--- src/shared/stm_pkg.sv ---
// Package holding constants and types for the 16-bit standard timer
// Summary of operation
// - Pause bit holds count, clearing resumes
// - Clock select picks one of seven sources
// - Reserved clock code stops the counter
// - On rising clears and starts, falling holds
// - On rising restores compare output level
// - Mode field selects four operating modes
// - Comparator A match drives pin per function
// - Match level equal to initial changes nothing
// - PWM mode pin function selects behaviour
// - Capture mode pin function selects trigger edge
// - Output control sets initial or active level
// - Polarity bit inverts output pin except in timer mode
// - Swap bit chooses period and duty roles
// - Clear select high clears on A match
// - Clear select low clears on P match/overflow
// - Clear select ignored in PWM, pulse, capture
// - Counter readable as two bytes, reset zero
// - Compare A readable/writable bytes, reset zero
// - Compare P matches counter high byte
// - Off stops counter; pause stays powered
package stm_pkg;
	localparam logic [2:0] STM_ADDR_CTRL0  = 3'h0;
	localparam logic [2:0] STM_ADDR_CTRL1  = 3'h1;
	localparam logic [2:0] STM_ADDR_CNT_LO = 3'h2;
	localparam logic [2:0] STM_ADDR_CNT_HI = 3'h3;
	localparam logic [2:0] STM_ADDR_CMPA_LO = 3'h4;
	localparam logic [2:0] STM_ADDR_CMPA_HI = 3'h5;
	localparam logic [2:0] STM_ADDR_CMPP   = 3'h6;

	localparam logic [2:0] STM_CK_SYS_DIV4 = 3'h0;
	localparam logic [2:0] STM_CK_SYS      = 3'h1;
	localparam logic [2:0] STM_CK_HIGH16   = 3'h2;
	localparam logic [2:0] STM_CK_HIGH64   = 3'h3;
	localparam logic [2:0] STM_CK_TBC      = 3'h4;
	localparam logic [2:0] STM_CK_EXT_RISE = 3'h6;
	localparam logic [2:0] STM_CK_EXT_FALL = 3'h7;

	localparam logic [1:0] STM_MODE_CMP  = 2'h0;
	localparam logic [1:0] STM_MODE_CAP  = 2'h1;
	localparam logic [1:0] STM_MODE_PWM  = 2'h2;
	localparam logic [1:0] STM_MODE_TMR  = 2'h3;

	localparam logic [1:0] STM_IO_00 = 2'h0;
	localparam logic [1:0] STM_IO_01 = 2'h1;
	localparam logic [1:0] STM_IO_10 = 2'h2;
	localparam logic [1:0] STM_IO_11 = 2'h3;

	localparam logic [1:0] STM_DIV4_LAST  = 2'h3;
	localparam logic [3:0] STM_DIV16_LAST = 4'hF;
	localparam logic [5:0] STM_DIV64_LAST = 6'h3F;
	localparam logic [7:0] STM_BYTE_ZERO  = 8'h00;
	localparam logic [15:0] STM_CNT_ONE   = 16'h0001;
	localparam logic [15:0] STM_CNT_MAX   = 16'hFFFF;

	typedef struct packed {
		logic       pause_ctrl;
		logic [2:0] clock_select;
		logic       counter_on_off;
	} stm_ctrl0_t;

	typedef struct packed {
		logic [1:0] op_mode_select;
		logic [1:0] pin_function_select;
		logic       output_control;
		logic       output_invert;
		logic       period_duty_swap;
		logic       clear_select;
	} stm_ctrl1_t;

	localparam stm_ctrl0_t STM_CTRL0_RST = '{1'b0, 3'h0, 1'b0};
	localparam stm_ctrl1_t STM_CTRL1_RST = '{2'h0, 2'h0, 1'b0, 1'b0, 1'b0, 1'b0};
endpackage : stm_pkg

--- src/verilog/stm_timer.sv ---
// Design of the 16-bit standard timer with its register port
//
// Local design decisions: the placing of the registers and the strobed register port.
`timescale 1ns/1ns
`default_nettype none
module stm_timer
	import stm_pkg::*;
(
	// Clock and reset
	input  wire logic        i_clock,
	input  wire logic        i_rstn,
	// Register port
	input  wire logic [2:0]  i_addr,
	input  wire logic [7:0]  i_wdata,
	input  wire logic        i_wr,
	input  wire logic        i_rd,
	output var  logic [7:0]  o_rdata,
	// Clock sources, one-cycle enables
	input  wire logic        i_high_clock_en,
	input  wire logic        i_timebase_clock_en,
	// Pins
	input  wire logic        i_ext_clock_pin,
	input  wire logic        i_timer_pin_a,
	input  wire logic        i_timer_pin_b,
	output var  logic        o_timer_pin,
	output var  logic        o_timer_pin_oe,
	output var  logic        o_capture,
	output var  logic        o_power_on
);
	stm_ctrl0_t  ctrl0_q;
	stm_ctrl1_t  ctrl1_q;
	logic [15:0] cnt_q;
	logic [15:0] cnt_d;
	logic [15:0] cmpa_q;
	logic [7:0]  cmpp_q;
	logic [15:0] cap_q;
	logic [7:0]  rdata_q;
	logic        on_q;
	logic        pin_q;
	logic        pin_d;
	logic        pin_oe_q;
	logic        cap_pulse_q;
	logic        ext_q;
	logic        pa_q;
	logic        pb_q;
	logic [1:0]  div4_q;
	logic [3:0]  div16_q;
	logic [5:0]  div64_q;

	// Register decode
	wire wr_c0  = i_wr && (i_addr == STM_ADDR_CTRL0);
	wire wr_c1  = i_wr && (i_addr == STM_ADDR_CTRL1);
	wire wr_al  = i_wr && (i_addr == STM_ADDR_CMPA_LO);
	wire wr_ah  = i_wr && (i_addr == STM_ADDR_CMPA_HI);
	wire wr_p   = i_wr && (i_addr == STM_ADDR_CMPP);
	wire [4:0] c0_bits = ctrl0_q;
	wire [7:0] rd_mux =
		(i_addr == STM_ADDR_CTRL0)   ? {c0_bits, 3'h0} :
		(i_addr == STM_ADDR_CTRL1)   ? ctrl1_q :
		(i_addr == STM_ADDR_CNT_LO)  ? cnt_q[7:0] :
		(i_addr == STM_ADDR_CNT_HI)  ? cnt_q[15:8] :
		(i_addr == STM_ADDR_CMPA_LO) ? cmpa_q[7:0] :
		(i_addr == STM_ADDR_CMPA_HI) ? cmpa_q[15:8] :
		(i_addr == STM_ADDR_CMPP)    ? cmpp_q : STM_BYTE_ZERO;

	// Control fields
	wire        run      = ctrl0_q.counter_on_off;
	wire        on_rise  = run && !on_q;
	wire [1:0]  mode     = ctrl1_q.op_mode_select;
	wire [1:0]  pfs      = ctrl1_q.pin_function_select;
	wire        oc       = ctrl1_q.output_control;

	// Clock source select
	wire tick_div4  = (div4_q == STM_DIV4_LAST);
	wire tick_h16   = i_high_clock_en && (div16_q == STM_DIV16_LAST);
	wire tick_h64   = i_high_clock_en && (div64_q == STM_DIV64_LAST);
	wire ext_rise   = i_ext_clock_pin && !ext_q;
	wire ext_fall   = !i_ext_clock_pin && ext_q;
	wire tick =
		(ctrl0_q.clock_select == STM_CK_SYS_DIV4) ? tick_div4 :
		(ctrl0_q.clock_select == STM_CK_SYS)      ? 1'b1 :
		(ctrl0_q.clock_select == STM_CK_HIGH16)   ? tick_h16 :
		(ctrl0_q.clock_select == STM_CK_HIGH64)   ? tick_h64 :
		(ctrl0_q.clock_select == STM_CK_TBC)      ? i_timebase_clock_en :
		(ctrl0_q.clock_select == STM_CK_EXT_RISE) ? ext_rise :
		(ctrl0_q.clock_select == STM_CK_EXT_FALL) ? ext_fall : 1'b0;
	wire step = run && !ctrl0_q.pause_ctrl && tick;

	// Comparators on the counter's next value
	wire [15:0] cnt_inc   = cnt_q + STM_CNT_ONE;
	wire        match_a   = step && (cnt_inc == cmpa_q);
	wire        match_p   = step && (cmpp_q != STM_BYTE_ZERO)
		&& (cnt_inc[15:8] == cmpp_q) && (cnt_inc[7:0] == STM_BYTE_ZERO);
	wire        overflow  = step && (cnt_q == STM_CNT_MAX);
	wire        pwm_mode  = (mode == STM_MODE_PWM);
	wire        pulse_sel = pwm_mode && (pfs == STM_IO_11);
	wire        clr_cmp   = ctrl1_q.clear_select ? match_a
		: (match_p || (cmpp_q == STM_BYTE_ZERO && overflow));
	wire        clr_pwm   = ctrl1_q.period_duty_swap ? match_a : match_p;
	wire        clr_any   = pulse_sel ? 1'b0 :
		pwm_mode ? clr_pwm :
		(mode == STM_MODE_CAP) ? 1'b0 : clr_cmp;

	// PWM duty compare against the non-period register
	wire        duty_hit  = ctrl1_q.period_duty_swap
		? (cnt_q[15:8] >= cmpp_q) : (cnt_q >= cmpa_q);
	wire        pwm_act   = !duty_hit;

	// Capture trigger edges
	wire edge_rise = (i_timer_pin_a && !pa_q) || (i_timer_pin_b && !pb_q);
	wire edge_fall = (!i_timer_pin_a && pa_q) || (!i_timer_pin_b && pb_q);
	wire cap_hit =
		(pfs == STM_IO_00) ? edge_rise :
		(pfs == STM_IO_01) ? edge_fall :
		(pfs == STM_IO_10) ? (edge_rise || edge_fall) : 1'b0;
	wire cap_ev = run && (mode == STM_MODE_CAP) && cap_hit;

	// Counter next value
	always_comb begin
		cnt_d = cnt_q;
		if (on_rise) begin
			cnt_d = 16'h0000;
		end else if (step) begin
			cnt_d = clr_any ? 16'h0000 : cnt_inc;
		end
	end

	// Pin level before polarity
	always_comb begin
		pin_d = pin_q;
		case (mode)
			STM_MODE_CMP: begin
				if (on_rise) begin
					pin_d = oc;
				end else if (match_a) begin
					case (pfs)
						STM_IO_01: pin_d = 1'b0;
						STM_IO_10: pin_d = 1'b1;
						STM_IO_11: pin_d = !pin_q;
						default:   pin_d = pin_q;
					endcase
				end
			end
			STM_MODE_PWM: begin
				case (pfs)
					STM_IO_00: pin_d = !oc;
					STM_IO_01: pin_d = oc;
					STM_IO_10: pin_d = pwm_act ? oc : !oc;
					default:   pin_d = (run && !match_a) ? oc : !oc;
				endcase
			end
			default: pin_d = pin_q;
		endcase
	end

	// Registers and software access
	always_ff @(posedge i_clock or negedge i_rstn) begin
		if (!i_rstn) begin
			ctrl0_q <= STM_CTRL0_RST;
			ctrl1_q <= STM_CTRL1_RST;
			cmpa_q  <= 16'h0000;
			cmpp_q  <= 8'h00;
			rdata_q <= 8'h00;
		end else begin
			if (wr_c0) begin
				ctrl0_q <= i_wdata[7:3];
			end else if (match_a && pulse_sel) begin
				ctrl0_q.counter_on_off <= 1'b0;
			end
			if (wr_c1) begin
				ctrl1_q <= i_wdata;
			end
			if (wr_al) begin
				cmpa_q[7:0] <= i_wdata;
			end
			if (wr_ah) begin
				cmpa_q[15:8] <= i_wdata;
			end
			if (wr_p) begin
				cmpp_q <= i_wdata;
			end
			rdata_q <= i_rd ? rd_mux : STM_BYTE_ZERO;
		end
	end

	// Counter, dividers and pin state
	always_ff @(posedge i_clock or negedge i_rstn) begin
		if (!i_rstn) begin
			cnt_q       <= 16'h0000;
			on_q        <= 1'b0;
			pin_q       <= 1'b0;
			pin_oe_q    <= 1'b0;
			o_timer_pin <= 1'b0;
			cap_q       <= 16'h0000;
			cap_pulse_q <= 1'b0;
			ext_q       <= 1'b0;
			pa_q        <= 1'b0;
			pb_q        <= 1'b0;
			div4_q      <= 2'h0;
			div16_q     <= 4'h0;
			div64_q     <= 6'h0;
		end else begin
			cnt_q       <= cnt_d;
			on_q        <= run;
			pin_q       <= pin_d;
			pin_oe_q    <= (mode == STM_MODE_CMP) || pwm_mode;
			o_timer_pin <= (mode == STM_MODE_TMR) ? 1'b0
				: (pin_d ^ ctrl1_q.output_invert);
			cap_pulse_q <= cap_ev;
			if (cap_ev) begin
				cap_q <= cnt_q;
			end
			ext_q       <= i_ext_clock_pin;
			pa_q        <= i_timer_pin_a;
			pb_q        <= i_timer_pin_b;
			div4_q      <= div4_q + 2'h1;
			if (i_high_clock_en) begin
				div16_q <= div16_q + 4'h1;
				div64_q <= div64_q + 6'h1;
			end
		end
	end

	assign o_rdata        = rdata_q;
	assign o_timer_pin_oe = pin_oe_q;
	assign o_capture      = cap_pulse_q;
	assign o_power_on     = on_q;
endmodule : stm_timer
`default_nettype wire

--- config.mk ---
export PLATFORM = sky130hd
export DESIGN_NAME = stm_timer
export DESIGN_NICKNAME = d
export VERILOG_FILES = /design/src/shared/stm_pkg.sv /design/src/verilog/stm_timer.sv
export SDC_FILE = /design/constraint.sdc
export NUM_CORES = 1
export LEC_CHECK = 0
export ABC_AREA = 1
export BUFFER_PORTS_ARGS = -buffer_cell sky130_fd_sc_hd__clkbuf_2
export CAP_MARGIN = 10
export CORE_MARGIN = 2
export CORE_UTILIZATION = 40
export DETAILED_ROUTE_END_ITERATION = 10
export GPL_TIMING_DRIVEN = 1
export PLACE_DENSITY_LB_ADDON = 0.25
export SYNTH_ARGS = -nofsm -noshare
export SYNTH_HDL_FRONTEND = slang
export SYNTH_SLANG_ARGS = --single-unit
--- constraint.sdc ---
create_clock -name i_clock -period 2.6 [get_ports i_clock]
set_input_delay 0.52 -clock i_clock [delete_from_list [all_inputs] [get_ports i_clock]]
set_output_delay 0.52 -clock i_clock [all_outputs]
set_load 0.005 [all_outputs]
Yosys cells after proc, flatten, opt, wreduce, memory -nomap -nowiden
Index checks and enable logic that the tools add are counted.
{"block": "word_totals", "input_bits": 20, "register_bits": 81, "word_cells": 145}
{"block": "classes", "n_eq_ne": 24, "bitwise_logic": 1, "muxes": 37, "reduce_logical": 52, "order_cmp": 2, "addsub": 4}
{"operator": "8-bit two-way mux", "n": 8}
{"operator": "16-bit two-way mux", "n": 3}
{"operator": "1-bit logical AND", "n": 27}
{"operator": "1-bit two-way mux", "n": 23}
{"operator": "3-bit == test, second input constant", "n": 6}
{"operator": "16-bit by 1-bit adder with 16-bit output, second input constant", "n": 1}
{"operator": "16-bit == test", "n": 1}
{"operator": "16-bit == test, second input constant", "n": 1}
{"operator": "16-bit greater-or-equal comparator", "n": 1}
{"operator": "8-bit zero test", "n": 2}
{"operator": "3-bit by 2-bit == test with 1-bit output, second input constant", "n": 4}
{"operator": "1-bit zero test", "n": 11}
{"operator": "2-bit == test, second input constant", "n": 5}
{"operator": "8-bit == test", "n": 1}
{"operator": "8-bit greater-or-equal comparator", "n": 1}
{"operator": "8-bit nonzero test", "n": 1}
{"operator": "6-bit by 1-bit adder with 6-bit output, second input constant", "n": 1}
{"operator": "3-bit by 1-bit == test with 1-bit output, second input constant", "n": 2}
{"operator": "6-bit == test, second input constant", "n": 1}
{"operator": "3-bit zero test", "n": 2}
{"operator": "1-bit one-hot mux with 3 select lines", "n": 2}
{"operator": "1-bit logical OR", "n": 5}
{"operator": "4-bit by 1-bit adder with 4-bit output, second input constant", "n": 1}
{"operator": "2-bit by 1-bit == test with 1-bit output, second input constant", "n": 2}
{"operator": "6 further kinds", "n": 8}

Depth between registers and ports, before layout
Gate-level depths: netlist of run 1.
{"block": "logic_depth", "word_depth": 21, "ltp_mapped": 20, "mapped_depth_nobuf": 20}

Least setup slack after synthesis of run 1
No wires, ideal clock.
{"block": "synth_timing", "path_kind": "register to register", "startpoint": "reg cnt_q[1]", "endpoint": "reg cnt_q[0]", "path_slack_ns": 0.364, "stages_incl_launch_ff": 18, "t_required_ns": 2.479, "arrival_time_ns": 2.116, "path_cell_list": "dfrtp_1 > ha_1 > nand2_1 > nor2_2 > nand3_1 > nand2_1 > nand2_1 > nand2_1 > nand2_1 > inv_1 > nand2_1 > nor2_2 > nand3_2 > nand2_1 > nand4_1 > nand3_2 > buf_6 > a21oi_2"}
{"block": "synth_via", "elab_chain_cells": 12, "elab_cells_between_ends": 19, "cone_classes": "add/sub (1); eq/ne (3); mux (8); reduce/logical (7)"}
{"element": "start, declared", "line_no": "stm_timer.sv:32", "rtl": "logic [15:0] cnt_q;"}
{"element": "start signal, assigned", "line_no": "stm_timer.sv:203", "rtl": "cnt_q <= cnt_d;"}
{"element": "16-bit by 1-bit adder with 16-bit output", "line_no": "stm_timer.sv:90", "rtl": "wire [15:0] cnt_inc = cnt_q + STM_CNT_ONE;"}
{"element": "8-bit == test", "line_no": "stm_timer.sv:93", "rtl": "&& (cnt_inc[15:8] == cmpp_q) && (cnt_inc[7:0] == STM_BYTE_ZERO);"}
{"element": "1-bit logical AND (2 in a row)", "line_no": "stm_timer.sv:93"}
{"element": "1-bit logical OR", "line_no": "stm_timer.sv:98", "rtl": ": (match_p || (cmpp_q == STM_BYTE_ZERO && overflow));"}
{"element": "1-bit two-way mux", "line_no": "stm_timer.sv:97", "rtl": "wire clr_cmp = ctrl1_q.clear_select ? match_a"}
{"element": "1-bit two-way mux", "line_no": "stm_timer.sv:102", "rtl": "(mode == STM_MODE_CAP) ? 1'b0 : clr_cmp;"}
{"element": "1-bit two-way mux (*)", "line_no": "stm_timer.sv:101", "rtl": "pwm_mode ? clr_pwm :"}
{"element": "1-bit two-way mux (*)", "line_no": "stm_timer.sv:100", "rtl": "wire clr_any = pulse_sel ? 1'b0 :"}
{"element": "16-bit two-way mux (*)", "line_no": "stm_timer.sv:124", "rtl": "cnt_d = clr_any ? 16'h0000 : cnt_inc;"}
{"element": "16-bit two-way mux (*)", "line_no": "stm_timer.sv:123", "rtl": "end else if (step) begin"}
{"element": "16-bit two-way mux (*)", "line_no": "stm_timer.sv:121", "rtl": "if (on_rise) begin"}
Every way passes the cells marked *; elsewhere a longest branch is shown, timed or not. The select of a mux whose other input is x is not followed.
A chain may end at the register's enable or synchronous reset.

Worst setup path in the final report of run 1
{"block": "layout_timing", "startpoint": "reg cnt_q[0]", "endpoint": "reg cnt_q[2]"}
{"block": "layout_via", "elab_chain_cells": 12, "elab_cells_between_ends": 19, "cone_classes": "add/sub (1); eq/ne (3); mux (8); reduce/logical (7)"}
{"element": "16-bit by 1-bit adder with 16-bit output", "line_no": "stm_timer.sv:90"}
{"element": "8-bit == test", "line_no": "stm_timer.sv:93"}
{"element": "1-bit logical AND (2 in a row)", "line_no": "stm_timer.sv:93"}
{"element": "1-bit logical OR", "line_no": "stm_timer.sv:98"}
{"element": "1-bit two-way mux", "line_no": "stm_timer.sv:97"}
{"element": "1-bit two-way mux", "line_no": "stm_timer.sv:102"}
{"element": "1-bit two-way mux", "line_no": "stm_timer.sv:101"}
{"element": "1-bit two-way mux", "line_no": "stm_timer.sv:100"}
{"element": "16-bit two-way mux (*)", "line_no": "stm_timer.sv:124"}
{"element": "16-bit two-way mux (*)", "line_no": "stm_timer.sv:123"}
{"element": "16-bit two-way mux (*)", "line_no": "stm_timer.sv:121"}
Marked as above.

==> results.yml, run 1 <==
clock_tree:
  cts.clk_slew.worst_paths_ns: 0.06
  numCtsBuffers: 9
  cts-root-to-sink-buffers: 2
  clkLatencyLatePin_ns: 0.35
  cts_tree: "done"
  cts_hold_buf: 0
  root_buffer: "clkbuf_16"
  numClockSinks: 81
  cts_htree_levels: 3
sta:
  worstMarginPinSlew_ns: 0.715
  max_slew_margin_pct: 52.3
  setup_viol: 15
  hold_viol_final: 0
  final-max-slew-violation-count: 0
  post-route-min-period_ns: 2.70
  finalHoldWorstSlack_ns: 0.185
  rsz0062_at_grt: "true"
  final.setup.worst_slack_ns: -0.103
  fin_crit_sh_pct: 104
  clock_skew_ns: 0.00746
  max_clock_freq_ghz: 0.370
floorplanning:
  chipHeight_um: 118
  core-area_um2: 12600
  num_rows: 41
  pin_count: 32
  die_w_um: 118
  die_area_um2: 13900
  initial_core_util_pct: 41.0
placed_design:
  gp_congestion: 0.984
  placement.io_buffers: 31
  placed_cells: 913
  dpl-instance-area_um2: 5690
  dp_hpwl_mm: 12.7
critical_path:
  cp.required_ns: 2.82
  path_cells: "ha_4 -> nand3_4 -> nor2_4 -> buf_6 -> nand3_1 -> nand2_2 -> nand2_4 -> xor2_2 -> nor3_2 -> nand4_1 -> nand2_1 -> nand4_1 -> nand3_4 -> buf_12 -> o21ai_0"
  critical-path-top-delay-family: "simple AND/OR/NAND/NOR gates"
  arrival_ns: 2.92
  end_kind: "flop"
  startpoint_type: "flop"
  critical_path.max_stage_delay_ns: 0.46
  critical_path.slowest_cell: "dfrtp_2"
  crit_buf_inv: 2
  worstSetupPathType: "flop to flop"
  critPathMaxFanout: 8
grt:
  grt_max_degree: 82
  grt-ovfl-total: 0
  antenna_found_initial: 0
  grt_pass1_wl_mm: 25.4
  grt_use_total_pct: 23.6
  grt_pass1_vias: 4688
job:
  maxCapViolations: 0
routing:
  drc: 0
  drt-vias-per-instance: 5.32
  wl_mm: 16.4
  drt_first_pass_iters: 7
  wire_per_inst_um: 17.4
  ant_nets: 0
  vias: 5000
  drt_iter0_drc: 472
power:
  power-per-cell-area_nw_per_um2: 701
  p_leak_nw: 3.11
  p_total_mw: 4.39
  peakVddDrop_uv: 640
final_layout:
  antennaDiodeCount: 0
  filler_cell_count: 1279
  multi_input_area_um2: 2830
  finalNonFillerCells: 939
  layout-drive-gt1-share_pct: 18.1
  area.growth.synth_to_final_pct: 20.9
  finalInstanceArea_um2: 6260
  finalNetCount: 811
  fin_util_pct: 49.6
  seqCellArea_um2: 2030
run_status:
  violations: "setup timing"
  outcome: "finished, violations left"
logic_synthesis:
  post-synth-top-count-cell: "nand2_1"
  seq_area_frac_synth_pct: 39.2
  synthesis.nets: 747
  synthTopCellsByCount: "nand2_1 (187), inv_1 (108), dfrtp_1 (81)"
  synth_edf_count: 0
  synth_area_leaders: "dfrtp_1 (39%), nand2_1 (14%), inv_1 (7.8%)"
  synth-main-ff-cell: "dfrtp_1"
  syn_area_um2: 5170
  syn_area_per_cell_um2: 7.41
  async_reset_ff_share_pct: 100
  synth_top_area_share_pct: 39.2
  synth_top_area_cell: "dfrtp_1"
  yosysUniqueCellTypes: 38
  ys_seq_elements: 81
  syn_inst: 698
  ys_warn_count: 0
hold_path:
  hold_path.class: "input pin to async pin"
## flip-flops by register name, indices dropped and copies added (netlist names), 2 cells and up
signal   count
div64_q      6
c0_bits      4
mode         2
cmpa_q      16
pfs          2
o_rdata      8
cnt_q       16
ctrl1_q      3
div4_q       2
div16_q      4
cmpp_q       8
## final cells by class
cell class,instances,share of cell area (%)
Clock buffer,10,3.82
Clock inverter,6,1.18
Sequential cell,81,32.5
Timing Repair Buffer,64,7.22
Inverter,110,6.64
Multi-Input combinational cell,496,45.2
Tap cell,172,3.44
## routing by layer
metal  part of all wire (%)  track usage (%)
met3                    6.8             4.07
met4                    2.7             7.76
met5                      0                0
met2                     45             36.4
met1                     46             33.6
## what timing repair did
item / in CTS / in global routing
gates resized for setup: 0 / 38
setup buffers: 0 / 9
endpoints found under the setup margin: 0 / 19
## final timing paths
| kind | from | to | slack (ns) | depth (start not counted) |
|---|---|---|---|---|
| setup reg to reg | cnt_q[0]$_DFFE_PN0P_ | cnt_q[2]$_DFFE_PN0P_ | -0.10 | 15 |
| max in group asynchronous | i_rstn | cmpp_q[0]$_DFFE_PN0P_ | 2.06 | 2 |
| hold / removal | i_rstn | cnt_q[4]$_DFFE_PN0P_ | 0.19 | 2 |
| setup / recovery | cnt_q[0]$_DFFE_PN0P_ | cnt_q[2]$_DFFE_PN0P_ | -0.10 | 15 |
| min in group i_clock | i_ext_clock_pin | ext_q$_DFF_PN0_ | 0.31 | 1 |
| hold reg to reg | div4_q[0]$_DFF_PN0_ | div4_q[0]$_DFF_PN0_ | 0.43 | 1 |
## power breakdown
part	switching (mW)	internal [mW]
clock network	0.557	0.784
registers	0.281	1.50
logic	0.766	0.502
total	1.60	2.79
## per-stage QoR
step | setup WS, ns | setup TNS [ns]
CTS | 0.00388 | 0
finish | -0.103 | -1.08
detailed placement | 0.0129 | 0
global placement | 0.0831 | 0
global route | -0.179 | -2.36
floorplan | 0.364 | 0
## cell usage in the layout, fill, tap and decap left out, types with 14 or more instances in the layout
cell	synthesis	layout
nor2_1	58	54
ha_1	29	26
inv_1	108	108
buf_4	1	30
nand4_1	14	14
a21oi_1	20	18
dfrtp_1	81	76
nand3_1	36	33
nand2_1	187	181
clkbuf_2	0	30
o21ai_0	61	59
## kinds of logic (layout without fill, tap and decap cells)
logic type	count (synthesis)	after routing	share of synthesized area, %
AO/OA/AOI/OAI	128	128	15.2
XOR/XNOR	14	14	2.64
flip-flops	81	81	39.2
AND/OR/NAND/NOR	325	325	27.0
buffers and inverters	121	190	8.99
adder cells (fa/ha/maj)	29	29	7.01
Power figures use the tool's default switching activity.
==> inputs of run 2 (changes only) <==
Settings changed: BUFFER_PORTS_ARGS -buffer_cell sky130_fd_sc_hd__clkbuf_2 to not set, DONT_BUFFER_PORTS set to 1.
==> run 2 against run 1 <==
The run now ends clean. Fmax up 4.4%. Critical path depth up 2. Worst hold slack worse by 0.13 ns. Critical path type unchanged. Global-route usage down 0.46 points.
==> results.yml, run 2 (synthesis results as in run 1) <==
grt:
  grt_pass1_vias: 4454
  antenna_found_initial: 0
  grt_max_degree: 82
  grt_use_total_pct: 23.1
  grt-ovfl-total: 0
  grt_pass1_wl_mm: 24.7
power:
  p_leak_nw: 2.97
  sw_frac_of_total_pct: 36.0
  p_comb_share_pct: 28.3
  internal-power_mw: 2.86
  seqPwrFrac_pct: 40.2
  p_total_mw: 4.47
  power-per-cell-area_nw_per_um2: 736
  switchingPower_mw: 1.61
  peakVddDrop_uv: 591
  p_clk_share_pct: 31.6
floorplanning:
  core-area_um2: 12600
  die_w_um: 118
  initial_core_util_pct: 41.0
  die_area_um2: 13900
  pin_count: 32
  chipHeight_um: 118
  num_rows: 41
routing:
  wl_mm: 15.9
  drt-vias-per-instance: 5.37
  ant_nets: 0
  vias: 4825
  drt_iter0_drc: 497
  drt_first_pass_iters: 5
  drc: 0
  wire_per_inst_um: 17.7
clock_tree:
  cts-root-to-sink-buffers: 2
  clkLatencyLatePin_ns: 0.36
  cts.clk_slew.worst_paths_ns: 0.07
  numClockSinks: 81
  cts_tree: "done"
  numCtsBuffers: 9
  root_buffer: "clkbuf_16"
  cts_htree_levels: 3
critical_path:
  cp.required_ns: 2.84
  r2r-start: "cnt_q[0]$_DFFE_PN0P_"
  end_kind: "flop"
  arrival_ns: 2.83
  startpoint_type: "flop"
  worstRegToRegCells: 17
  reg2reg_to: "cnt_q[1]$_DFFE_PN0P_"
  worstSetupPathType: "flop to flop"
  rrSetupSlack_ns: 0.01
  critPathMaxFanout: 8
final_layout:
  layout-drive-gt1-share_pct: 14.3
  fin_util_pct: 48.1
  antennaDiodeCount: 0
  final_common_cell: "nand2_1"
  final_cell_mix: "nand2_1 (182), inv_1 (107), dfrtp_1 (73), nor2_1 (56), o21ai_0 (55)"
  reg.largest.list: "cmpa_q x16, cnt_q x16"
  finalNonFillerCells: 899
  area.growth.synth_to_final_pct: 17.4
  finalNetCount: 771
  finalInstanceArea_um2: 6070
sta:
  max_clock_freq_ghz: 0.386
  hold_viol_final: 0
  post-route-min-period_ns: 2.59
  setup_viol: 0
  worstMarginPinSlew_ns: 0.513
  max_slew_margin_pct: 65.7
  rsz0062_at_grt: "true"
  fin_crit_sh_pct: 99.6
  final-max-slew-violation-count: 0
  clock_skew_ns: 0.0127
  setup_tns_ns: 0
placed_design:
  dpl-instance-area_um2: 5480
  dp_hpwl_mm: 12.3
  placement.io_buffers: 0
  gp_congestion: 1.02
  placed_cells: 876
job:
  maxCapViolations: 0
hold_path:
  hold_path.class: "input pin to async pin"
run_status:
  outcome: "complete, no violations"
## run 2: layout make-up
| type | count | area [µm²] |
|---|---|---|
| Clock inverter | 7 | 103 |
| Clock buffer | 9 | 225 |
| Tap cell | 172 | 215 |
| Timing Repair Buffer | 24 | 230 |
| Sequential cell | 81 | 2040 |
| Inverter | 110 | 418 |
| Multi-Input combinational cell | 496 | 2850 |
| Fill cell | 1244 | 6550 |
## run 2: through the flow
step	hold slack, ns	setup WS [ns]
after floorplan	0.224	0.364
after detailed placement	0.228	-0.0310
after global routing	0.0714	-0.143
after CTS	0.0737	0.00482
final	0.0519	0.0115
after global placement	0.227	0.0418
## run 2: power by group through the flow
stage / sequential (mW) / clock (mW) / combinational, mW
after global placement: 1.78 / 0 / 1.02
after detailed placement: 1.79 / 0 / 1.04
after floorplan: 1.70 / 0 / 0.744
final: 1.80 / 1.41 / 1.26
after CTS: 1.77 / 1.44 / 1.08
after global routing: 1.82 / 1.50 / 1.42
## run 2: worst max-delay path: stages (launching register included)
cell and delay, ns:
dfrtp_2 0.48, ha_4 0.30, inv_4 0.04, nand2_2 0.05
nand2_2 0.07, nor2_4 0.10, nand3_2 0.09, nor2_4 0.12
nand3_2 0.06, nor2_1 0.10, nand2_1 0.10, nor2_4 0.19
nand3_4 0.12, nand2_2 0.09, nand4_1 0.16, nand3_4 0.18
buf_12 0.16, o21ai_2 0.06
## run 2: worst max-delay path by stage
stage                                     from                    end  slack, ns  depth (start not counted)
after floorplan           cnt_q[1]$_DFFE_PN0P_   cnt_q[0]$_DFFE_PN0P_       0.36                         17
after global placement    cnt_q[0]$_DFFE_PN0P_  cnt_q[15]$_DFFE_PN0P_       0.04                         17
after detailed placement  cnt_q[0]$_DFFE_PN0P_  cnt_q[15]$_DFFE_PN0P_      -0.03                         17
after CTS                 cnt_q[0]$_DFFE_PN0P_  cnt_q[15]$_DFFE_PN0P_      0.005                         17
after global routing      cnt_q[1]$_DFFE_PN0P_   cnt_q[5]$_DFFE_PN0P_      -0.14                         14
final                     cnt_q[0]$_DFFE_PN0P_   cnt_q[1]$_DFFE_PN0P_       0.01                         17
## run 2: metal layers
layer | routed length (µm) | vias to the layer above | GRT usage, % | part of all wire [%]
met3 | 1120 | 31 | 6.30 | 7.1
met5 | 0 | - | 0 | 0
met4 | 397 | 0 | 8.43 | 2.5
met1 | 6990 | 2299 | 31.2 | 44
li1 | - | 2341 | - | -
met2 | 7370 | 154 | 35.5 | 46
## run 2: what timing repair did
action	4_1_cts	5_1_grt
pin swaps	0	16
resized for setup	2	48
hold endpoints to repair	81	0
endpoints found under the setup margin	5	19
gates cloned	0	1
hold buffers	1	0
setup buffers	0	5
